===== src/pkg/mfp_map.vh =====
// Constants for the message field packer: widths, field layout, bit order.
// Assumes inclusion by bare name from the design files under hdl/.
`ifndef MFP_MAP_VH
`define MFP_MAP_VH

// ==========================================================
// Field request port
`define MFP_FIELD_W 32
`define MFP_LEN_W 6
`define MFP_KIND_W 2

// ==========================================================
// Field kinds carried with each request
`define MFP_KIND_HDR 2'h0
`define MFP_KIND_MSG 2'h1

// ==========================================================
// Serialiser bit order selections
`define MFP_ORDER_LSB 1'h0
`define MFP_ORDER_MSB 1'h1

// ==========================================================
// Octet layout
`define MFP_OCTET_W 8
`define MFP_BITPOS_W 3
`define MFP_OCTNUM_W 16

`endif


===== src/hdl/mfp_serialiser.v =====
// Octet serialiser: shifts each octet out over eight clock-enabled cycles after a one-cycle load.
// Assumes the packer offers one octet at a time with valid and ready.
`timescale 1ns/1ns
`include "mfp_map.vh"

module mfp_serialiser (
    input wire clk,
    input wire rst,
    input wire ce,
    input wire order,
    input wire in_valid,
    input wire [`MFP_OCTET_W-1:0] in_octet,
    output reg in_ready,
    output reg ser_bit,
    output reg ser_valid
);
    reg [`MFP_OCTET_W-1:0] shift;
    reg [`MFP_BITPOS_W-1:0] count;
    reg busy;
    reg msb_first;

    // ==========================================================
    // Shifter
    always @(posedge clk) begin
        if (rst) begin
            shift <= 8'h00;
            count <= 3'h0;
            busy <= 1'b0;
            msb_first <= 1'b0;
            in_ready <= 1'b1;
            ser_bit <= 1'b0;
            ser_valid <= 1'b0;
        end else if (ce) begin
            if (busy) begin
                // Octet value untouched; only bit order differs
                ser_bit <= msb_first ? shift[7] : shift[0];
                ser_valid <= 1'b1;
                shift <= msb_first ? {shift[6:0], 1'b0} : {1'b0, shift[7:1]};
                count <= count + 3'h1;
                if (count == 3'h7) begin
                    busy <= 1'b0;
                    in_ready <= 1'b1;
                end
            end else begin
                ser_valid <= 1'b0;
                if (in_valid) begin
                    shift <= in_octet;
                    msb_first <= order;
                    count <= 3'h0;
                    busy <= 1'b1;
                    in_ready <= 1'b0;
                end
            end
        end
    end
endmodule


===== src/hdl/mfp_packer.v =====
// Message field packer: packs variable-width fields into octets, pads,
// numbers them and hands them to a serialiser and an octet output port.
// Assumes the producer presents fields with valid/ready on CLK, header
// unit first, then the message unit, each closed by a last flag.
// A FIELD_LEN above 32 packs the bits above the 32 data bits as zeros.
//
// Functional notes
// - After the last field, unused bits of the final octet are zero.
// - Each unit is padded alone; next unit starts at bit zero of new octet.
// - Serial output sends octet 0 first, each octet bit weight one first if BIT_ORDER low, weight 128 first if high.
// - Header octets are emitted first, then message octets directly after.
// - Octets leave as a plain ordered stream independent of medium order.
// - Medium bit order is applied only in the serialiser; octets unchanged.
// - Field LSB goes to lowest free octet bit, overflow into next octet.
// - Groups of a field are packed in listed order, same placement.
// - Octets numbered in emission order; each unit starts at zero.
`timescale 1ns/1ns
`include "mfp_map.vh"

module mfp_packer (
    input wire CLK,
    input wire RST,
    input wire CE,
    input wire BIT_ORDER,
    input wire FIELD_VALID,
    input wire [`MFP_FIELD_W-1:0] FIELD_DATA,
    input wire [`MFP_LEN_W-1:0] FIELD_LEN,
    input wire [`MFP_KIND_W-1:0] FIELD_KIND,
    input wire FIELD_GATED,
    input wire FIELD_PRESENCE_FLAG,
    input wire GROUP_PRESENCE_FLAG,
    input wire FIELD_LAST,
    output reg FIELD_READY,
    output reg [`MFP_OCTET_W-1:0] OCTET,
    output reg OCTET_VALID,
    output reg [`MFP_OCTNUM_W-1:0] OCTET_NUM,
    output reg OCTET_FIRST,
    output reg OCTET_LAST,
    output reg OCTET_HDR,
    output reg SER_BIT,
    output reg SER_VALID
);
    // One-hot packing states
    localparam ST_IDLE = 4'h1;
    localparam ST_BITS = 4'h2;
    localparam ST_EMIT = 4'h4;
    localparam ST_WAIT = 4'h8;

    reg [3:0] state;
    reg [`MFP_FIELD_W:0] bits;
    reg [`MFP_LEN_W:0] remain;
    reg [`MFP_OCTET_W-1:0] acc;
    reg [`MFP_BITPOS_W:0] fill;
    reg unit_last;
    reg unit_hdr;
    reg emit_last;
    reg [`MFP_OCTNUM_W-1:0] num;
    reg ser_in_valid;
    reg [`MFP_OCTET_W-1:0] ser_octet;
    wire ser_ready;
    wire ser_bit_w;
    wire ser_valid_w;
    wire skip;
    wire [`MFP_LEN_W:0] eff_len;

    // ==========================================================
    // Request decode
    // Bits one request occupies in the stream
    function [`MFP_LEN_W:0] span;
        input [`MFP_LEN_W-1:0] len;
        input gated;
        input skipped;
        if (!gated) begin
            span = {1'b0, len};
        end else if (skipped) begin
            span = 7'h01;
        end else begin
            span = {1'b0, len} + 7'h01;
        end
    endfunction

    // Shift image: if gated, flag bit lowest with all 32 data bits above it; else data from bit zero
    function [`MFP_FIELD_W:0] image;
        input [`MFP_FIELD_W-1:0] data;
        input gated;
        input skipped;
        if (gated) begin
            image = {data, ~skipped};
        end else begin
            image = {1'b0, data};
        end
    endfunction

    // Presence gating: a gated field whose field and group presence flags are both zero contributes only the flag
    assign skip = FIELD_GATED & ~(FIELD_PRESENCE_FLAG | GROUP_PRESENCE_FLAG);
    assign eff_len = span(FIELD_LEN, FIELD_GATED, skip);

    // ==========================================================
    // Packing state machine
    // One bit per enabled cycle; a full octet is held in ST_WAIT until the
    // serialiser takes it, so FIELD_READY stays low meanwhile.
    always @(posedge CLK) begin
        if (RST) begin
            state <= ST_IDLE;
            bits <= 33'h0;
            remain <= 7'h00;
            acc <= 8'h00;
            fill <= 4'h0;
            unit_last <= 1'b0;
            unit_hdr <= 1'b1;
            emit_last <= 1'b0;
            num <= 16'h0000;
            FIELD_READY <= 1'b0;
            OCTET <= 8'h00;
            OCTET_VALID <= 1'b0;
            OCTET_NUM <= 16'h0000;
            OCTET_FIRST <= 1'b0;
            OCTET_LAST <= 1'b0;
            OCTET_HDR <= 1'b0;
            ser_in_valid <= 1'b0;
            ser_octet <= 8'h00;
        end else if (CE) begin
            OCTET_VALID <= 1'b0;
            case (state)
                ST_IDLE: begin
                    FIELD_READY <= 1'b1;
                    if (FIELD_VALID && FIELD_READY) begin
                        FIELD_READY <= 1'b0;
                        // Groups arrive as successive requests in listed order
                        bits <= image(FIELD_DATA, FIELD_GATED, skip);
                        remain <= eff_len;
                        unit_last <= FIELD_LAST;
                        unit_hdr <= (FIELD_KIND == `MFP_KIND_HDR);
                        state <= ST_BITS;
                    end
                end
                ST_BITS: begin
                    if (remain != 7'h00) begin
                        // LSB of field into lowest free bit
                        acc[fill[2:0]] <= bits[0];
                        bits <= {1'b0, bits[`MFP_FIELD_W:1]};
                        remain <= remain - 7'h01;
                        fill <= fill + 4'h1;
                        if (fill == 4'h7) begin
                            emit_last <= unit_last && (remain == 7'h01);
                            state <= ST_EMIT;
                        end
                    end else if (unit_last && fill != 4'h0) begin
                        // Unused high bits stay zero from the cleared accumulator
                        emit_last <= 1'b1;
                        state <= ST_EMIT;
                    end else if (unit_last) begin
                        // Limitation: a zero-length last field right after an exact
                        // fill leaves the previous octet without OCTET_LAST.
                        // Unit ended on a boundary: restart numbering
                        num <= 16'h0000;
                        state <= ST_IDLE;
                    end else begin
                        state <= ST_IDLE;
                    end
                end
                ST_EMIT: begin
                    if (!ser_in_valid) begin
                        // Plain ordered octet stream, header unit first
                        OCTET <= acc;
                        OCTET_VALID <= 1'b1;
                        OCTET_NUM <= num;
                        OCTET_FIRST <= (num == 16'h0000);
                        OCTET_LAST <= emit_last;
                        OCTET_HDR <= unit_hdr;
                        ser_octet <= acc;
                        ser_in_valid <= 1'b1;
                        acc <= 8'h00;
                        fill <= 4'h0;
                        num <= emit_last ? 16'h0000 : num + 16'h0001;
                        state <= ST_WAIT;
                    end
                end
                ST_WAIT: begin
                    if (ser_in_valid && ser_ready) begin
                        ser_in_valid <= 1'b0;
                        if (emit_last) begin
                            emit_last <= 1'b0;
                            state <= ST_IDLE;
                        end else begin
                            state <= ST_BITS;
                        end
                    end
                end
                default: begin
                    state <= ST_IDLE;
                end
            endcase
        end
    end

    // ==========================================================
    // Serial output
    // Octets are offered one at a time; the copy below keeps outputs on flops
    mfp_serialiser u_ser (
        .clk(CLK),
        .rst(RST),
        .ce(CE),
        .order(BIT_ORDER),
        .in_valid(ser_in_valid),
        .in_octet(ser_octet),
        .in_ready(ser_ready),
        .ser_bit(ser_bit_w),
        .ser_valid(ser_valid_w)
    );

    always @(posedge CLK) begin
        if (RST) begin
            SER_BIT <= 1'b0;
            SER_VALID <= 1'b0;
        end else if (CE) begin
            SER_BIT <= ser_bit_w;
            SER_VALID <= ser_valid_w;
        end
    end
endmodule


===== config.mk =====
export PLATFORM = sky130hd
export DESIGN_NAME = mfp_packer
export DESIGN_NICKNAME = d
export VERILOG_FILES = /design/src/hdl/mfp_serialiser.v /design/src/hdl/mfp_packer.v
export VERILOG_INCLUDE_DIRS = /design/src /design/src/pkg
export SDC_FILE = /design/constraint.sdc
export NUM_CORES = 1
export LEC_CHECK = 0
export BUFFER_PORTS_ARGS = -buffer_cell sky130_fd_sc_hd__buf_2
export CAP_MARGIN = 5
export CORE_MARGIN = 4
export CORE_UTILIZATION = 40
export DETAILED_ROUTE_END_ITERATION = 8
export HOLD_SLACK_MARGIN = 0.03
export MAX_ROUTING_LAYER = met4
export SKIP_LAST_GASP = 1
export SYNTH_ARGS = -nofsm -noshare
export SYNTH_HDL_FRONTEND = slang
export SYNTH_SLANG_ARGS = --single-unit

===== constraint.sdc =====
create_clock -name CLK -period 2.21 [get_ports CLK]
set_input_delay 0.221 -clock CLK [delete_from_list [all_inputs] [get_ports CLK]]
set_output_delay 0.221 -clock CLK [all_outputs]
set_load 0.05 [all_outputs]

=== Yosys cells after proc, flatten, opt, wreduce, memory -nomap -nowiden ===
Index checks and enable logic that the tools add are counted.

* $add $sub $neg: 5
* Multiply operators: 0
* Div/mod/pow operators: 0
* Order comparisons: 2
* Equal/unequal tests: 17
* Shifts and indexed selects: 0
* Muxes and demuxes: 54
* Bitwise operators: 6
* Reductions and logical operators: 27

{| class="wikitable"
|+ Operators with widths
! operator !! number
|-
| two-way mux 33 bit || 3
|-
| two-way mux 16 bit || 5
|-
| one-hot mux 33 bit (2 select lines) || 1
|-
| two-way mux 8 bit || 5
|-
| one-hot mux 16 bit (2 select lines) || 1
|-
| two-way mux 4 bit || 7
|-
| two-way mux 7 bit || 4
|-
| adder 16 x 1 -> 16 bit, second input constant || 1
|-
| zero test 16 bit || 1
|-
| two-way mux 1 bit || 16
|-
| != test 2 bit, second input constant || 8
|-
| one-hot mux 4 bit (4 select lines) || 1
|-
| one-hot mux 8 bit (2 select lines) || 1
|-
| AND reduction 3 bit || 5
|-
| one-hot mux 7 bit (2 select lines) || 1
|-
| AND reduction 5 bit || 2
|-
| nonzero test 2 bit || 5
|-
| two-way mux 3 bit || 3
|-
| bitwise mux 8 bit || 1
|-
| equality test 4 x 3 -> 1 bit, second input constant || 2
|-
| one-hot mux 4 bit (2 select lines) || 1
|-
| AND reduction 4 bit || 2
|-
| adder 6 x 1 -> 7 bit, second input constant || 1
|-
| equality test 7 x 1 -> 1 bit, second input constant || 1
|-
| other kinds (22) || 33
|}

* Bits in registers: 123
* Latch bits: 0
* Bits in writable memories: 0
* ROM bits: 0
* Input port bits: 49
* Output and inout port bits: 31
* Logic and storage cells: 137
* Memories: 0

=== Depth between registers and ports, before layout ===
* Depth after elaboration: 7
* Depth in mapped cells: 9
* Mapped depth without buffers: 7

=== Cells and area by module ===
From an unflattened synthesis, not the netlist that was laid out.

* Cells, all modules: 782
* Area total of the unflattened synthesis: 6332.3 sq um

{| class="wikitable"
|+ Modules (own cells, without submodules)
! module !! times used !! cells each !! area an instance (sq um) !! sequential area each (sq um)
|-
| mfp_packer || 1 || 701 || 5551.6 || 2142.1
|-
| mfp_serialiser || 1 || 81 || 780.7 || 320.3
|}

=== Worst setup path after synthesis ===
OpenSTA, ideal clock, no wires.

* Path type: register -> register
* From: register fill[0]
* To: register num[2]
* Setup time: 0.132 ns
* Data arrival time: 2.058 ns
* Data required time: 2.078 ns
* Path slack: 0.020 ns
* Stages on the path, launching flop included: 9
* Buffers on the path: 1
* Clock period less this slack: 2.190 ns
* Path through: dfxtp_1 > clkbuf_1 > inv_1 > ha_1 > or3b_2 > a211o_1 > a22oi_2 > o211a_1 > nor3_1

* Cells in the longest elaborated chain, start to end: 4

{| class="wikitable"
|+ Ends and longest elaborated chain
! what !! line !! source
|-
| start, declared || mfp_packer.v:53 || <nowiki>reg [`MFP_BITPOS_W:0] fill;</nowiki>
|-
| start signal, assigned || mfp_packer.v:143 || <nowiki>fill <= fill + 4'h1;</nowiki>
|-
| nonzero test 4 bit || mfp_packer.v:148 || <nowiki>end else if (unit_last && fill != 4'h0) begin</nowiki>
|-
| logical AND 1 bit || mfp_packer.v:148 ||
|-
| != test 2 bit (no source line) || -- ||
|-
| AND reduction 6 bit (no source line) || -- ||
|-
| end signal, assigned || mfp_packer.v:175 || <nowiki>num <= emit_last ? 16'h0000 : num + 16'h0001;</nowiki>
|-
| end, declared || mfp_packer.v:57 || <nowiki>reg [`MFP_OCTNUM_W-1:0] num;</nowiki>
|}

No other way between the ends.
A chain may end at the register's enable or synchronous reset.

=== Worst setup path in the final report ===
Same ends and word-level chain as after synthesis.

==> out/metrics.cfg <==
[status]
outcome = finished, final reports clean

[clock_tree]
cts_root_buffer = clkbuf_16
cts_buffers = 17
cts-htree-levels = 4
postCtsSetupBuffers = 0
clockBufferDepth = 2
cts.sinks = 123
cts.clk_slew.worst_paths_ns = 0.05
cts_tree = done
clk-insertion-delay-late_ns = 0.42

[floorplanning]
ioPinCount = 80
dieWidth_um = 132
fp.coreArea_um2 = 14800
num_rows = 44
design.die.area_um2 = 17300
start_util = 0.415
die_y_um = 132

[worst_setup_path]
path_cells = inv_1 -> ha_1 -> or3b_2 -> a211o_1 -> a22oi_2 -> buf_4 -> o211a_1 -> nor3_1
critPathRequiredTime_ns = 2.49
criticalPathCategory = flop to flop
r2r_setup_slack_ns = 0.12
end_kind = flop
start_kind = flop
worstPathArrival_ns = 2.37
critPathMaxStageDelay_ns = 0.44
path_buf_inv = 2
cpMaxStageDelayCell = or3b_2
reg2reg_depth = 8
crit_family = compound AO/OA/AOI/OAI gates
r2r_start = fill[0]
critical_path_depth = 8
reg2reg_to = num[2]
crit_path_max_fanout = 10

[logic_synthesis]
syn_inst = 766
synth.area.top_cells = dfxtp_1, nand2_1, a21oi_1, mux2i_1, o211ai_1
yosysTopAreaCellShare = 0.403
synth_warnings = 0
synth_top_flop_cell = dfxtp_1
synth_common_cells = nand2_1, dfxtp_1, a21oi_1, clkbuf_1, nor2_1
ys_types = 62
yosys.area.top_type = dfxtp_1
async_reset_ff_frac = 0
mappedNetlistArea_um2 = 6120
synth.most_common_cell = nand2_1
mappedNetlistNets = 825
synth-seq-cells = 123
synth_edf_count = 0
synth_area_per_cell_um2 = 7.99
seq_area_frac_synth = 0.403

[place]
gp_congestion = 0.842
portBuffers = 79
dp_hpwl_um = 10900
placed_area_um2 = 6780

[cells_and_area]
design_area_um2 = 7410
nFillCells = 1421
area_growth_syn_to_layout_pct = 21.1
drive_above_1_share = 0.185
nets = 894
seqCellArea_um2 = 2460
n_antenna_cell = 0
multi_input_area_um2 = 3370

[route]
wirelength_um = 16100
ant_nets = 0
drt_iter0_markers = 370
drc = 0
wl_per_cell_um = 15.6
via_count = 5859
firstDrtPassIters = 5
drt-vias-per-instance = 5.68

[worst_hold_path]
whs_endpoint = unit_hdr
hp-class = primary input to flop
min_path_cells = 2
hold_start = FIELD_KIND[0]

[grt]
grt_max_degree = 71
grt_pass1_vias = 5421
grt.overflow.total = 0
grt_usage = 0.189
antenna_found_initial = 0
grt_pass1_wl_um = 26800

[sta]
slew_headroom = 0.533
worst_pin_slew_ns = 0.696
rsz0062_at_grt = false
max_freq_mhz = 479
drv_slew = 0
period_share = 0.945
period_minus_slack_ns = 2.09
skew_ns = 0.0146
setup_viol = 0
hold_violations = 0
setup_tns_ns = 0

[run]
cap_violations = 0

[power_and_ir_drop]
irDropWorstVdd_mv = 0.596
power_density_nw_per_um2 = 771
p_leak_nw = 2.95

-- how the worst max path moves through the flow --
| stage | startpoint | end |
|---|---|---|
| after global placement | fill[0] | num[13] |
| after global routing | state[3] | remain[0] |
| after CTS | fill[0] | num[11] |
| after floorplan | fill[0] | num[2] |
| after detailed placement | fill[0] | num[11] |
| final | fill[0] | num[2] |
-- logic make-up after synthesis --
kind of cell    Yosys count  share of synthesized area
flops                   123                      0.403
buf+inv                  75                     0.0483
compound gates          218                      0.229
xor+xnor                  7                     0.0100
mux                      42                     0.0700
fa+ha+maj                10                     0.0205
simple gates            291                      0.220
-- sequential cells by signal, summed over array words and instances (netlist names), 7 cells and up --
signal,cells
acc,8
bits,33
u_ser.shift,8
num,16
remain,7
ser_octet,8
OCTET_NUM,16
-- layout by cell type (no fill, tap or decap), types with 5 or more instances in the layout --
cell type / instances
nand2_1: 154
dfxtp_1: 123
a21oi_1: 93
buf_2: 78
nor2_1: 43
mux2i_1: 36
o211ai_1: 34
buf_4: 28
o21ai_0: 25
nor3_1: 22
nand3_1: 21
clkbuf_16: 17
inv_1: 14
ha_1: 10
a311oi_1: 9
nand4_1: 8
a221oi_1: 8
and3_1: 6
mux2_2: 6
or4_1: 5
nand2b_1: 5
xnor2_1: 5
clkbuf_1: 5
-- worst reg2reg max path, delay by kind of cell (launching register included) --
| kind | cells | cell delay, ns |
|---|---|---|
| buffers and inverters | 2 | 0.32 |
| adders and majority gates | 1 | 0.16 |
| DFF | 1 | 0.31 |
| and+or+nand+nor | 2 | 0.49 |
| AOI/OAI and AO/OA | 3 | 0.70 |
-- what timing repair did --
item | 4_1_cts | 5_1_grt
endpoints found under the setup margin | 0 | 38
endpoints found under the hold margin | 1 | 0
hold buffers | 1 | 0
resized for setup | 0 | 4
-- metrics by stage --
step / utilization / setup WS [ns] / instances / hold WS (ns) / power [W]
after floorplan: - / 0.0198 / 766 / 0.357 / 0.00271
after global placement: 0.459 / 0.109 / 999 / 0.441 / 0.00289
after detailed placement: 0.459 / 0.0743 / 999 / 0.446 / 0.00290
after CTS: 0.501 / 0.0696 / 1032 / 0.0496 / 0.00577
after global routing: 0.502 / 0.00842 / 1032 / 0.0638 / 0.00594
final: 0.502 / 0.121 / 1032 / 0.0607 / 0.00571
-- per-layer routing --
metal / part of all wire / track usage / vias up
met1: 0.46 / 0.242 / 2781
met5: 0 / - / -
li1: - / - / 2906
met4: 0.016 / 0.0677 / 0
met2: 0.48 / 0.292 / 147
met3: 0.043 / 0.0455 / 25
-- where the power goes --
part	total (W)	switching (W)	internal, W
logic	0.000561	0.000333	0.000228
registers	0.00230	0.0000350	0.00227
clock network	0.00285	0.000956	0.00189
total	0.00571	0.00132	0.00439
-- layout make-up --
type,instances,share of cell area
clock buffers,26,0.0674
clock inverters,6,0.0147
inverters,14,0.00709
multi-input cells,568,0.455
flip-flops and latches,123,0.332
well taps,184,0.0311
repair buffers,111,0.0920
(Power assumes the default switching activity.)
